[config.mk]
export PLATFORM = sky130hd
export DESIGN_NAME = flash_write_protect_status
export DESIGN_NICKNAME = d
export VERILOG_FILES = /design/src/flash_guard_pkg.sv /design/src/flash_write_protect_status.sv
export VERILOG_INCLUDE_DIRS = /design/src
export SDC_FILE = /design/constraint.sdc
export NUM_CORES = 1
export LEC_CHECK = 0
export ABC_AREA = 1
export BUFFER_PORTS_ARGS = -buffer_cell sky130_fd_sc_hd__buf_2
export CORE_MARGIN = 2
export CORE_UTILIZATION = 52
export DETAILED_ROUTE_END_ITERATION = 6
export PLACE_DENSITY_LB_ADDON = 0.2
export SLEW_MARGIN = 20
export SYNTH_ARGS = -nofsm -noshare
export SYNTH_HDL_FRONTEND = slang
export SYNTH_SLANG_ARGS = --single-unit
[constraint.sdc]
create_clock -name clk_sys_in -period 1.8 [get_ports clk_sys_in]
set_input_delay 0.09 -clock clk_sys_in [delete_from_list [all_inputs] [get_ports clk_sys_in]]
set_output_delay 0.09 -clock clk_sys_in [all_outputs]
set_load 0.01 [all_outputs]
[src/flash_guard_regs.svh]
`ifndef FLASH_GUARD_REGS_SVH
`define FLASH_GUARD_REGS_SVH

// Status word bit positions
`define SR_BUSY_POS        0
`define SR_WEL_POS         1
`define SR_LOCK_LSB        10
`define SR_LOCK_MSB        13
`define SR_PAUSED_POS      15
`define SR_RESET_VALUE     16'h0000

// Guard mode encodings {reg_guard_hi, reg_guard_lo}
`define GUARD_SOFTWARE     2'h0
`define GUARD_PIN          2'h1
`define GUARD_SUPPLY_LOCK  2'h2
`define GUARD_OTP          2'h3

// Instruction codes
`define OP_WRITE_ENABLE    8'h06
`define OP_WRITE_DISABLE   8'h04
`define OP_READ_STATUS_LO  8'h05
`define OP_READ_STATUS_HI  8'h35
`define OP_WRITE_STATUS    8'h01
`define OP_PAGE_PROGRAM    8'h02
`define OP_QUAD_PROGRAM    8'h32
`define OP_SECTOR_ERASE    8'h20
`define OP_BLOCK_ERASE_32  8'h52
`define OP_BLOCK_ERASE_64  8'hD8
`define OP_CHIP_ERASE_A    8'hC7
`define OP_CHIP_ERASE_B    8'h60
`define OP_SEC_REG_ERASE   8'h44
`define OP_SEC_REG_PROGRAM 8'h42
`define OP_SUSPEND         8'h75
`define OP_RESUME          8'h7A
`define OP_POWER_DOWN      8'hB9
`define OP_RELEASE_PD      8'hAB

// Timing
`define CLK_PERIOD_NS      50
`define PUW_TIME_NS        10000
`define PUW_CYCLES         ((`PUW_TIME_NS + `CLK_PERIOD_NS - 1) / `CLK_PERIOD_NS)
`define BUSY_TIME_NS       5000
`define BUSY_CYCLES        ((`BUSY_TIME_NS + `CLK_PERIOD_NS - 1) / `CLK_PERIOD_NS)

`endif

[src/flash_guard_pkg.sv]
package flash_guard_pkg;

    typedef struct packed {
        logic       paused_flag;
        logic       invert_protection;
        logic [3:0] otp_region_lock;
        logic       four_lane_enable;
        logic       reg_guard_hi;
        logic       reg_guard_lo;
        logic       small_unit_select;
        logic       bottom_side_select;
        logic [2:0] guard_size;
        logic       write_latch_flag;
        logic       busy_flag;
    } protection_state_word_t;

    typedef struct packed {
        logic       valid;
        logic [7:0] opcode;
    } op_start_t;

endpackage

[src/flash_write_protect_status.sv]
// How it works
// During power-on reset nothing runs and no serial instruction is recognised.
// After reset, write-type instructions stay refused for a fixed power-up delay.
// After power-up the write latch reads 0.
// Program, erase and status write need the write latch set first.
// Write disable, program, erase, status write and security ops clear the latch; here refused status writes and paused program/erase keep it.
// Write latch is read-only bit S1, set by write enable.
// In power-down every instruction except release power-down is ignored.
// Busy bit S0 reads 1 while a program, erase or status write runs.
// While busy, only status reads and suspend are honoured.
// Block-protect size field S4..S2 defaults to 0, written by status write.
// Bottom-side select anchors protection at top when 0, bottom when 1.
// Small-unit select counts 4KB sectors when 1, 64KB blocks when 0.
// Invert-protection bit S14 complements the selected protection.
// Guard bits 00: protect pin ignored, status write needs only the latch.
// Guard bits 01: status write refused while protect pin is low.
// Guard bits 10: status writes refused until power cycle, which restores 00.
// Guard bits 11: status writes refused permanently.
// Protect pin gates status writes only when four-lane mode is off.
// Paused flag S15 set by suspend 75h, cleared by resume 7Ah or power cycle.
// Lock bits S13..S10 set by status write and never clear again.
// Four-lane enable bit S9 turns protect and hold pins into data lanes.
// The power-on reset input is the power cycle for all volatile state.
`timescale 1ns/10ps
`default_nettype none
`include "flash_guard_regs.svh"
module flash_write_protect_status
(
    input  wire logic                                   clk_sys_in,
    input  wire logic                                   rst_b_in,
    input  wire logic                                   cs_b_in,
    input  wire logic                                   sclk_in,
    input  wire logic                                   di_in,
    input  wire logic                                   wp_b_in,
    input  wire logic [15:0]                            nv_image_in,
    output logic                                        do_out,
    output logic                                        do_oe_out,
    output flash_guard_pkg::protection_state_word_t     status_out,
    output logic [15:0]                                 nv_image_out,
    output flash_guard_pkg::op_start_t                  op_start_out,
    output logic                                        power_down_out
);

    // Pin synchronisers
    logic       cs_s1_ff, cs_s2_ff, cs_s3_ff;
    logic       sck_s1_ff, sck_s2_ff, sck_s3_ff;
    logic       di_s1_ff, di_s2_ff;
    logic       wp_s1_ff, wp_s2_ff;

    always_ff @(posedge clk_sys_in or negedge rst_b_in)
    begin
        if (!rst_b_in)
        begin
            cs_s1_ff  <= 1'b1;
            cs_s2_ff  <= 1'b1;
            cs_s3_ff  <= 1'b1;
            sck_s1_ff <= 1'b0;
            sck_s2_ff <= 1'b0;
            sck_s3_ff <= 1'b0;
            di_s1_ff  <= 1'b0;
            di_s2_ff  <= 1'b0;
            wp_s1_ff  <= 1'b0;
            wp_s2_ff  <= 1'b0;
        end
        else
        begin
            cs_s1_ff  <= cs_b_in;
            cs_s2_ff  <= cs_s1_ff;
            cs_s3_ff  <= cs_s2_ff;
            sck_s1_ff <= sclk_in;
            sck_s2_ff <= sck_s1_ff;
            sck_s3_ff <= sck_s2_ff;
            di_s1_ff  <= di_in;
            di_s2_ff  <= di_s1_ff;
            wp_s1_ff  <= wp_b_in;
            wp_s2_ff  <= wp_s1_ff;
        end
    end

    // Serial frame state
    logic       armed_ff, nxt_armed;
    logic [2:0] bit_cnt_ff, nxt_bit_cnt;
    logic [1:0] byte_cnt_ff, nxt_byte_cnt;
    logic [6:0] shift_ff, nxt_shift;
    logic [7:0] opcode_ff, nxt_opcode;
    logic [7:0] data0_ff, nxt_data0;
    logic [7:0] data1_ff, nxt_data1;
    logic       do_ff, nxt_do;
    logic       do_oe_ff, nxt_do_oe;

    // Protection state
    flash_guard_pkg::protection_state_word_t sr_ff, nxt_sr;
    logic       loaded_ff, nxt_loaded;
    logic [7:0] puw_cnt_ff, nxt_puw_cnt;
    logic       run_ff, nxt_run;
    logic [7:0] busy_cnt_ff, nxt_busy_cnt;
    logic       pd_ff, nxt_pd;
    flash_guard_pkg::op_start_t start_ff, nxt_start;

    logic       sck_rise;
    logic       sck_fall;
    logic       selected;
    logic       frame_end;
    logic       whole_frame;
    logic [7:0] new_byte;
    logic [7:0] status_byte;
    logic       reading;
    logic       puw_done;
    logic       sr_write_ok;
    logic       is_prog_erase;

    assign sck_rise    = sck_s2_ff & ~sck_s3_ff;
    assign sck_fall    = ~sck_s2_ff & sck_s3_ff;
    // Selection needs a high-to-low of chip select after reset
    assign selected    = ~cs_s2_ff & armed_ff;
    assign frame_end   = cs_s2_ff & ~cs_s3_ff & armed_ff;
    assign whole_frame = (bit_cnt_ff == 3'h0) && (byte_cnt_ff != 2'h0);
    assign new_byte    = {shift_ff, di_s2_ff};
    assign status_byte = (opcode_ff == `OP_READ_STATUS_HI) ? sr_ff[15:8] : sr_ff[7:0];
    assign reading     = (byte_cnt_ff != 2'h0) && !pd_ff &&
                         ((opcode_ff == `OP_READ_STATUS_LO) || (opcode_ff == `OP_READ_STATUS_HI));
    assign puw_done    = (puw_cnt_ff == 8'h00);
    assign is_prog_erase = (opcode_ff == `OP_PAGE_PROGRAM) || (opcode_ff == `OP_QUAD_PROGRAM) ||
                           (opcode_ff == `OP_SECTOR_ERASE) || (opcode_ff == `OP_BLOCK_ERASE_32) ||
                           (opcode_ff == `OP_BLOCK_ERASE_64) || (opcode_ff == `OP_CHIP_ERASE_A) ||
                           (opcode_ff == `OP_CHIP_ERASE_B) || (opcode_ff == `OP_SEC_REG_ERASE) ||
                           (opcode_ff == `OP_SEC_REG_PROGRAM);

    always_comb
    begin
        case ({sr_ff.reg_guard_hi, sr_ff.reg_guard_lo})
            `GUARD_SOFTWARE:    sr_write_ok = 1'b1;
            `GUARD_PIN:         sr_write_ok = sr_ff.four_lane_enable | wp_s2_ff;
            `GUARD_SUPPLY_LOCK: sr_write_ok = 1'b0;
            `GUARD_OTP:         sr_write_ok = 1'b0;
            default:            sr_write_ok = 1'b0;
        endcase
    end

    always_comb
    begin
        nxt_armed    = armed_ff | (cs_s2_ff & loaded_ff);
        nxt_bit_cnt  = bit_cnt_ff;
        nxt_byte_cnt = byte_cnt_ff;
        nxt_shift    = shift_ff;
        nxt_opcode   = opcode_ff;
        nxt_data0    = data0_ff;
        nxt_data1    = data1_ff;
        nxt_do       = do_ff;
        nxt_do_oe    = do_oe_ff;
        if (!selected)
        begin
            nxt_bit_cnt  = 3'h0;
            nxt_byte_cnt = 2'h0;
            nxt_do_oe    = 1'b0;
        end
        else
        begin
            if (sck_rise)
            begin
                nxt_shift   = new_byte[6:0];
                nxt_bit_cnt = bit_cnt_ff + 3'h1;
                if (bit_cnt_ff == 3'h7)
                begin
                    if (byte_cnt_ff != 2'h3)
                        nxt_byte_cnt = byte_cnt_ff + 2'h1;
                    case (byte_cnt_ff)
                        2'h0:    nxt_opcode = new_byte;
                        2'h1:    nxt_data0  = new_byte;
                        2'h2:    nxt_data1  = new_byte;
                        default: nxt_data1  = data1_ff;
                    endcase
                end
            end
            if (sck_fall)
            begin
                nxt_do    = status_byte[~bit_cnt_ff];
                nxt_do_oe = reading;
            end
        end
    end

    always_ff @(posedge clk_sys_in or negedge rst_b_in)
    begin
        if (!rst_b_in)
        begin
            armed_ff    <= 1'b0;
            bit_cnt_ff  <= 3'h0;
            byte_cnt_ff <= 2'h0;
            shift_ff    <= 7'h00;
            opcode_ff   <= 8'h00;
            data0_ff    <= 8'h00;
            data1_ff    <= 8'h00;
            do_ff       <= 1'b0;
            do_oe_ff    <= 1'b0;
        end
        else
        begin
            armed_ff    <= nxt_armed;
            bit_cnt_ff  <= nxt_bit_cnt;
            byte_cnt_ff <= nxt_byte_cnt;
            shift_ff    <= nxt_shift;
            opcode_ff   <= nxt_opcode;
            data0_ff    <= nxt_data0;
            data1_ff    <= nxt_data1;
            do_ff       <= nxt_do;
            do_oe_ff    <= nxt_do_oe;
        end
    end

    always_comb
    begin
        nxt_sr       = sr_ff;
        nxt_loaded   = 1'b1;
        nxt_puw_cnt  = puw_cnt_ff;
        nxt_run      = run_ff;
        nxt_busy_cnt = busy_cnt_ff;
        nxt_pd       = pd_ff;
        nxt_start    = '0;
        if (!loaded_ff)
        begin
            // Non-volatile bits come from storage, volatile ones start cleared
            nxt_sr = nv_image_in;
            nxt_sr.paused_flag      = 1'b0;
            nxt_sr.write_latch_flag = 1'b0;
            nxt_sr.busy_flag        = 1'b0;
            if ({nxt_sr.reg_guard_hi, nxt_sr.reg_guard_lo} == `GUARD_SUPPLY_LOCK)
            begin
                nxt_sr.reg_guard_hi = 1'b0;
                nxt_sr.reg_guard_lo = 1'b0;
            end
            nxt_puw_cnt = 8'(`PUW_CYCLES);
        end
        else
        begin
            if (!puw_done)
                nxt_puw_cnt = puw_cnt_ff - 8'h01;
            if (run_ff && !sr_ff.paused_flag)
            begin
                nxt_busy_cnt = busy_cnt_ff - 8'h01;
                if (busy_cnt_ff == 8'h01)
                    nxt_run = 1'b0;
            end
            if (frame_end && whole_frame)
            begin
                if (pd_ff)
                begin
                    if (opcode_ff == `OP_RELEASE_PD)
                        nxt_pd = 1'b0;
                end
                else if (sr_ff.busy_flag)
                begin
                    if (opcode_ff == `OP_SUSPEND)
                        nxt_sr.paused_flag = 1'b1;
                end
                else
                begin
                    case (opcode_ff)
                        `OP_WRITE_ENABLE:
                            if (puw_done)
                                nxt_sr.write_latch_flag = 1'b1;
                        `OP_WRITE_DISABLE:
                            nxt_sr.write_latch_flag = 1'b0;
                        `OP_POWER_DOWN:
                            nxt_pd = 1'b1;
                        `OP_RESUME:
                            nxt_sr.paused_flag = 1'b0;
                        `OP_WRITE_STATUS:
                            if (sr_ff.write_latch_flag && puw_done && sr_write_ok)
                            begin
                                nxt_sr.reg_guard_lo       = data0_ff[7];
                                nxt_sr.small_unit_select  = data0_ff[6];
                                nxt_sr.bottom_side_select = data0_ff[5];
                                nxt_sr.guard_size         = data0_ff[4:2];
                                if (byte_cnt_ff == 2'h3)
                                begin
                                    nxt_sr.invert_protection = data1_ff[6];
                                    nxt_sr.otp_region_lock   = sr_ff.otp_region_lock | data1_ff[5:2];
                                    nxt_sr.four_lane_enable  = data1_ff[1];
                                    nxt_sr.reg_guard_hi      = data1_ff[0];
                                end
                                nxt_sr.write_latch_flag = 1'b0;
                                nxt_run      = 1'b1;
                                nxt_busy_cnt = 8'(`BUSY_CYCLES);
                            end
                        default:
                            if (is_prog_erase && sr_ff.write_latch_flag && puw_done && !sr_ff.paused_flag)
                            begin
                                nxt_sr.write_latch_flag = 1'b0;
                                nxt_run          = 1'b1;
                                nxt_busy_cnt     = 8'(`BUSY_CYCLES);
                                nxt_start.valid  = 1'b1;
                                nxt_start.opcode = opcode_ff;
                            end
                    endcase
                end
            end
        end
        nxt_sr.busy_flag = nxt_run & ~nxt_sr.paused_flag;
    end

    always_ff @(posedge clk_sys_in or negedge rst_b_in)
    begin
        if (!rst_b_in)
        begin
            sr_ff       <= `SR_RESET_VALUE;
            loaded_ff   <= 1'b0;
            puw_cnt_ff  <= 8'h00;
            run_ff      <= 1'b0;
            busy_cnt_ff <= 8'h00;
            pd_ff       <= 1'b0;
            start_ff    <= '0;
        end
        else
        begin
            sr_ff       <= nxt_sr;
            loaded_ff   <= nxt_loaded;
            puw_cnt_ff  <= nxt_puw_cnt;
            run_ff      <= nxt_run;
            busy_cnt_ff <= nxt_busy_cnt;
            pd_ff       <= nxt_pd;
            start_ff    <= nxt_start;
        end
    end

    assign do_out         = do_ff;
    assign do_oe_out      = do_oe_ff;
    assign status_out     = sr_ff;
    assign nv_image_out   = {1'b0, sr_ff[14:2], 2'h0};
    assign op_start_out   = start_ff;
    assign power_down_out = pd_ff;
endmodule // flash_write_protect_status
`default_nettype wire

==> metrics.yaml, run 1 <==
crit_type: "register to register"
finalPower_mw: 3.967
finalMaxSlewViolations: 0
cts.sinks: 90
cts_tree: "yes"
ys_ff_latch: 90
placed_area_um2: 4980
synth_top_area_share_pct: 48.17
synth_flop_cell: "dfrtp_1"
fillers: 749
finClkSkew_ns: 0.009559
portBuffers: 59
arrival_ns: 2.07
multi_input_area_um2: 1963
drtIter0Drc: 246
synthCells: 550
seq_area_um2: 2262
grt-ovfl-total: 0
final_common_cell: "nand2_1"
final_cell_mix: "nand2_1, dfrtp_1, inv_1"
fin_crit_sh_pct: 99.39
grt_max_degree: 41
post-route-util_pct: 63.47
row_count: 34
synth-edff-count: 0
yosysTopAreaCell: "dfrtp_1"
r2r_slack_ns: 0.01
grt_usage_pct: 22.80
numCtsBuffers: 9
finalHoldViolCount: 0
dr.pass1.iters: 4
timing.fmax_ghz: 0.5590
hp-class: "primary input to register"
final.setup.tns_ns: 0
fin_nets: 667
fp.dieArea_um2: 9453
ir_drop_mv: 0.4392
core_um2: 8593
num_antenna_cells: 0
p_per_area_nw_per_um2: 727.4
synthArstFlopShare_pct: 100.0
area_delta_synth_final_pct: 20.68
ys_seq_area_share_pct: 49.92
wl_per_cell_um: 14.13
clockBufferDepth: 2
grt_pass1_wl_um: 17420
viasPerCell: 5.112
gp_congestion: 0.9087
via_count: 3824
p_leak_nw: 2.705
stdcell_area_um2: 5454
cp-end-kind: "register"
pre_cts_slack_ns: 0.009784
dp_hpwl_um: 7908
routed_wirelength_um: 10570
synth.area.top_cells: "dfrtp_1, nand2_1, inv_1"
clkTransAtPathRegs_ns: 0.10
antenna_found_initial: 0
chipHeight_um: 97.23
cp.required_ns: 2.09
critPathLaunchType: "register"
io_pins: 66
postRouteAntennaNets: 0
ys_types: 37
worst_slack_ns: 0.01098
finalSetupViolCount: 0
initial_core_util_pct: 52.59
yosysWarnings: 0
cap_violations: 0
grt_pass1_vias: 3766
run_status: "complete, no violations"
syn_avg_cell_area_um2: 8.217
drc: 0
min_period_ns: 1.789
htree_levels: 3
synthesis.area_um2: 4519
root_buffer: "clkbuf_8"
fp.dieW_um: 97.23
drive_above_1_share_pct: 26.25
rsz0062_at_grt: "yes"
clk_latency_ns: 0.36
crit_fanout: 7
through the flow:
stage	cells	hold slack, ns
after floorplan	552	-0.2056
after global placement	717	-0.06696
after detailed placement	717	-0.06415
after CTS	746	0.05657
after global routing	748	0.07697
final	748	0.05486
cell type report:
type	count	share of cell area, %
sequential	90	41.48
multi-input combinational	363	35.99
timing repair buffer	98	11.79
inverter	73	5.024
clock buffer	9	2.271
clock inverter	7	0.9635
tap	108	2.478
final timing paths:
kind | start | to | cells past startpoint
max | bit_cnt_ff[0]$_DFFE_PN0P_ | nv_image_out[10]$_DFFE_PN0P_ | 11
min | nv_image_in[8] | nv_image_out[8]$_DFFE_PN0P_ | 5
max reg2reg | bit_cnt_ff[0]$_DFFE_PN0P_ | nv_image_out[10]$_DFFE_PN0P_ | 11
min reg2reg | di_s1_ff$_DFF_PN0_ | di_s2_ff$_DFF_PN0_ | 0
max in group asynchronous | rst_b_in | cs_s2_ff$_DFF_PN1_ | 3
min in group asynchronous | rst_b_in | op_start_out[5]$_DFF_PN0_ | 2
worst max-delay path: stages, from the launching register on:
cell and delay (ns):
dfrtp_1 0.39, inv_1 0.08, ha_1 0.16, nand2_2 0.07, nor3_4 0.18, nand3_2 0.14, nor2_4 0.13, nand3b_4 0.13
o21ai_4 0.17, buf_6 0.15, nand2_1 0.04, o21ai_0 0.07
state kept, by name (all words and copies together), names as in the netlist, 2 cells and up:
name / cells
data1_ff: 7
byte_cnt_ff: 2
puw_cnt_ff: 8
data0_ff: 6
shift_ff: 7
bit_cnt_ff: 3
nv_image_out: 13
busy_cnt_ff: 8
opcode_ff: 8
op_start_out: 9
status_out: 3
per-layer routing:
| metal | wire length [um] | track usage, % | share of wire [%] |
|---|---|---|---|
| met2 | 5199 | 39.10 | 49 |
| met5 | 0 | 0 | 0 |
| met1 | 4788 | 30.00 | 45 |
| met4 | 191 | 7.372 | 1.8 |
| met3 | 390 | 3.309 | 3.7 |
logic make-up after synthesis:
group	synth area share, %
buf+inv	9.884
compound gates	9.385
simple gates	26.52
fa+ha+maj	2.769
xor+xnor	1.357
other cells	0.1662
flops	49.92
power breakdown:
group	switching (mW)	internal (mW)
clock	0.777	0.512
sequential	0.0683	2.12
combinational	0.306	0.185
total	1.15	2.82
synth_stat cells (4+ instances only):
| library cell | number |
|---|---|
| nand2_1 | 124 |
| dfrtp_1 | 87 |
| inv_1 | 69 |
| nor2_1 | 62 |
| nand3_1 | 48 |
| o21ai_0 | 48 |
| buf_4 | 17 |
| ha_1 | 10 |
| a21oi_1 | 8 |
| nor2_2 | 7 |
| o211ai_1 | 6 |
| xor2_1 | 6 |
| clkbuf_1 | 5 |
| nand3_2 | 5 |
| o21ai_2 | 5 |
| inv_2 | 4 |
repair_timing:
action | CTS | global route
buffers inserted | 0 | 2
hold buffers | 13 | 0
resized for setup | 1 | 44
pin swaps | 1 | 5
endpoints found under the setup margin | 4 | 46
hold endpoints to repair | 99 | 0
(Power assumes the default switching activity.)
==> inputs of run 2 (changes only) <==
--- a/config.mk
+++ b/config.mk
@@ -11,6 +11,7 @@
 export CORE_MARGIN = 2
 export CORE_UTILIZATION = 52
 export DETAILED_ROUTE_END_ITERATION = 6
+export MAX_ROUTING_LAYER = met4
 export PLACE_DENSITY_LB_ADDON = 0.2
 export SLEW_MARGIN = 20
 export SYNTH_ARGS = -nofsm -noshare
==> run 2 against run 1 <==
Power fell by 0.83%. Via count about the same. Global-route usage rose by 1.0 points. Register-to-register slack hardly changed. Final area is 0.44% lower. Critical path depth down 1. Count of clock-buffer cells in the layout did not move. First-iteration DRC count shrank 22%.
==> metrics.yaml, run 2 (synthesis results as in run 1) <==
final_cell_mix: "nand2_1, dfrtp_1, inv_1"
crit_type: "register to register"
fp.dieW_um: 97.23
cts.sinks: 90
fp.dieArea_um2: 9453
area_delta_synth_final_pct: 20.16
clockBufferDepth: 2
arrival_ns: 2.09
largest_register_ffs: 13
grt_pass1_vias: 3669
rsz0062_at_grt: "yes"
drive_above_1_share_pct: 24.84
post-place-cells: 715
row_count: 34
hold_start: "nv_image_in[8]"
gp_congestion: 0.9000
clk_latency_ns: 0.36
worst_slack_ns: 0.01273
cp.required_ns: 2.11
finalHoldViolCount: 0
antenna_found_initial: 0
chipHeight_um: 97.23
core_um2: 8593
clkTransAtPathRegs_ns: 0.09
fin_nets: 667
root_buffer: "clkbuf_8"
critPathLaunch: "byte_cnt_ff[1]$_DFFE_PN0P_"
hp-class: "primary input to register"
pre_cts_slack_ns: 0.01635
io_pins: 66
wl_per_cell_um: 13.97
portBuffers: 59
multi_input_area_um2: 1944
routed_wirelength_um: 10450
dr.pass1.iters: 4
fillers: 768
cap_violations: 0
viasPerCell: 5.110
p_leak_nw: 2.708
numCtsBuffers: 9
dp_hpwl_um: 7691
fin_crit_sh_pct: 99.29
via_count: 3822
htree_levels: 3
finClkSkew_ns: 0.006348
r2r-start: "byte_cnt_ff[1]$_DFFE_PN0P_"
postRouteAntennaNets: 0
finalMaxSlewViolations: 0
crit_fanout: 7
initial_core_util_pct: 52.59
stdcell_count: 748
ir_drop_mv: 0.5668
drtIter0Drc: 192
p_per_area_nw_per_um2: 724.5
drc: 0
cp-end-kind: "register"
grt_max_degree: 56
r2r_slack_ns: 0.01
finalSetupViolCount: 0
seq_area_um2: 2258
cts_tree: "yes"
critPathLaunchType: "register"
final_common_cell: "nand2_1"
timing.fmax_ghz: 0.5595
min_period_ns: 1.787
grt-ovfl-total: 0
run_status: "complete, no violations"
num_antenna_cells: 0
grt_usage_pct: 23.84
grt_pass1_wl_um: 17460
[run 2: cell type report]
type	instances	area share (%)
Inverter	73	5.092
Clock buffer	9	2.281
Clock inverter	7	0.8295
Tap cell	108	2.488
Timing Repair Buffer	98	11.91
Sequential cell	90	41.59
Multi-Input combinational cell	363	35.81
[run 2: per-layer routing]
metal  vias up  global-route usage, %  wire [um]  part of all wire, %
li1       1909                      -          -                    -
met1      1799                  30.88       4695                   45
met2        94                  38.30       5054                   48
met3        20                  3.453        422                  4.0
met4         0                  9.402        275                  2.6
met5         -                      -          0                    0
[run 2: power breakdown]
group          internal, mW  switching (mW)  leakage (nW)
logic                 0.182           0.301          1.44
registers              2.12          0.0662          1.18
clock network         0.500           0.766        0.0891
total                  2.80            1.13          2.71
[run 2: critical path, stage by stage, from the launching register on]
cell,delay [ns]
dfrtp_1,0.39
inv_1,0.09
ha_1,0.22
nor2_2,0.15
nand3_2,0.15
nor2_4,0.13
nand3b_4,0.14
o21ai_4,0.18
buf_6,0.15
nand2_2,0.07
nand3_2,0.07
[run 2: what timing repair did]
action | 4_1_cts | 5_1_grt
resized for setup | 0 | 38
endpoints found under the hold margin | 99 | 0
hold buffers | 13 | 0
buffers inserted | 0 | 4
setup endpoints to repair | 0 | 55
[run 2: path summary, 6_finish.rpt]
kind,endpoint,depth (start not counted)
min reg2reg,wp_s2_ff$_DFF_PN0_,0
max,nv_image_out[12]$_DFFE_PN0P_,10
max in group asynchronous,cs_s1_ff$_DFF_PN1_,3
max reg2reg,nv_image_out[12]$_DFFE_PN0P_,10
min,nv_image_out[8]$_DFFE_PN0P_,5
min in group asynchronous,op_start_out[1]$_DFF_PN0_,2
[run 2: through the flow]
stage	utilization (%)	hold slack [ns]	cell area, um2	TNS (ns)	power, mW
floorplan	-	-0.2056	4527	0	2.489
global placement	57.78	-0.004966	4965	0	2.671
detailed placement	57.78	-0.001562	4965	0	2.684
CTS	61.26	0.04946	5264	0	3.956
global route	63.19	0.06154	5430	-0.7779	4.107
finish	63.19	0.06298	5430	0	3.934
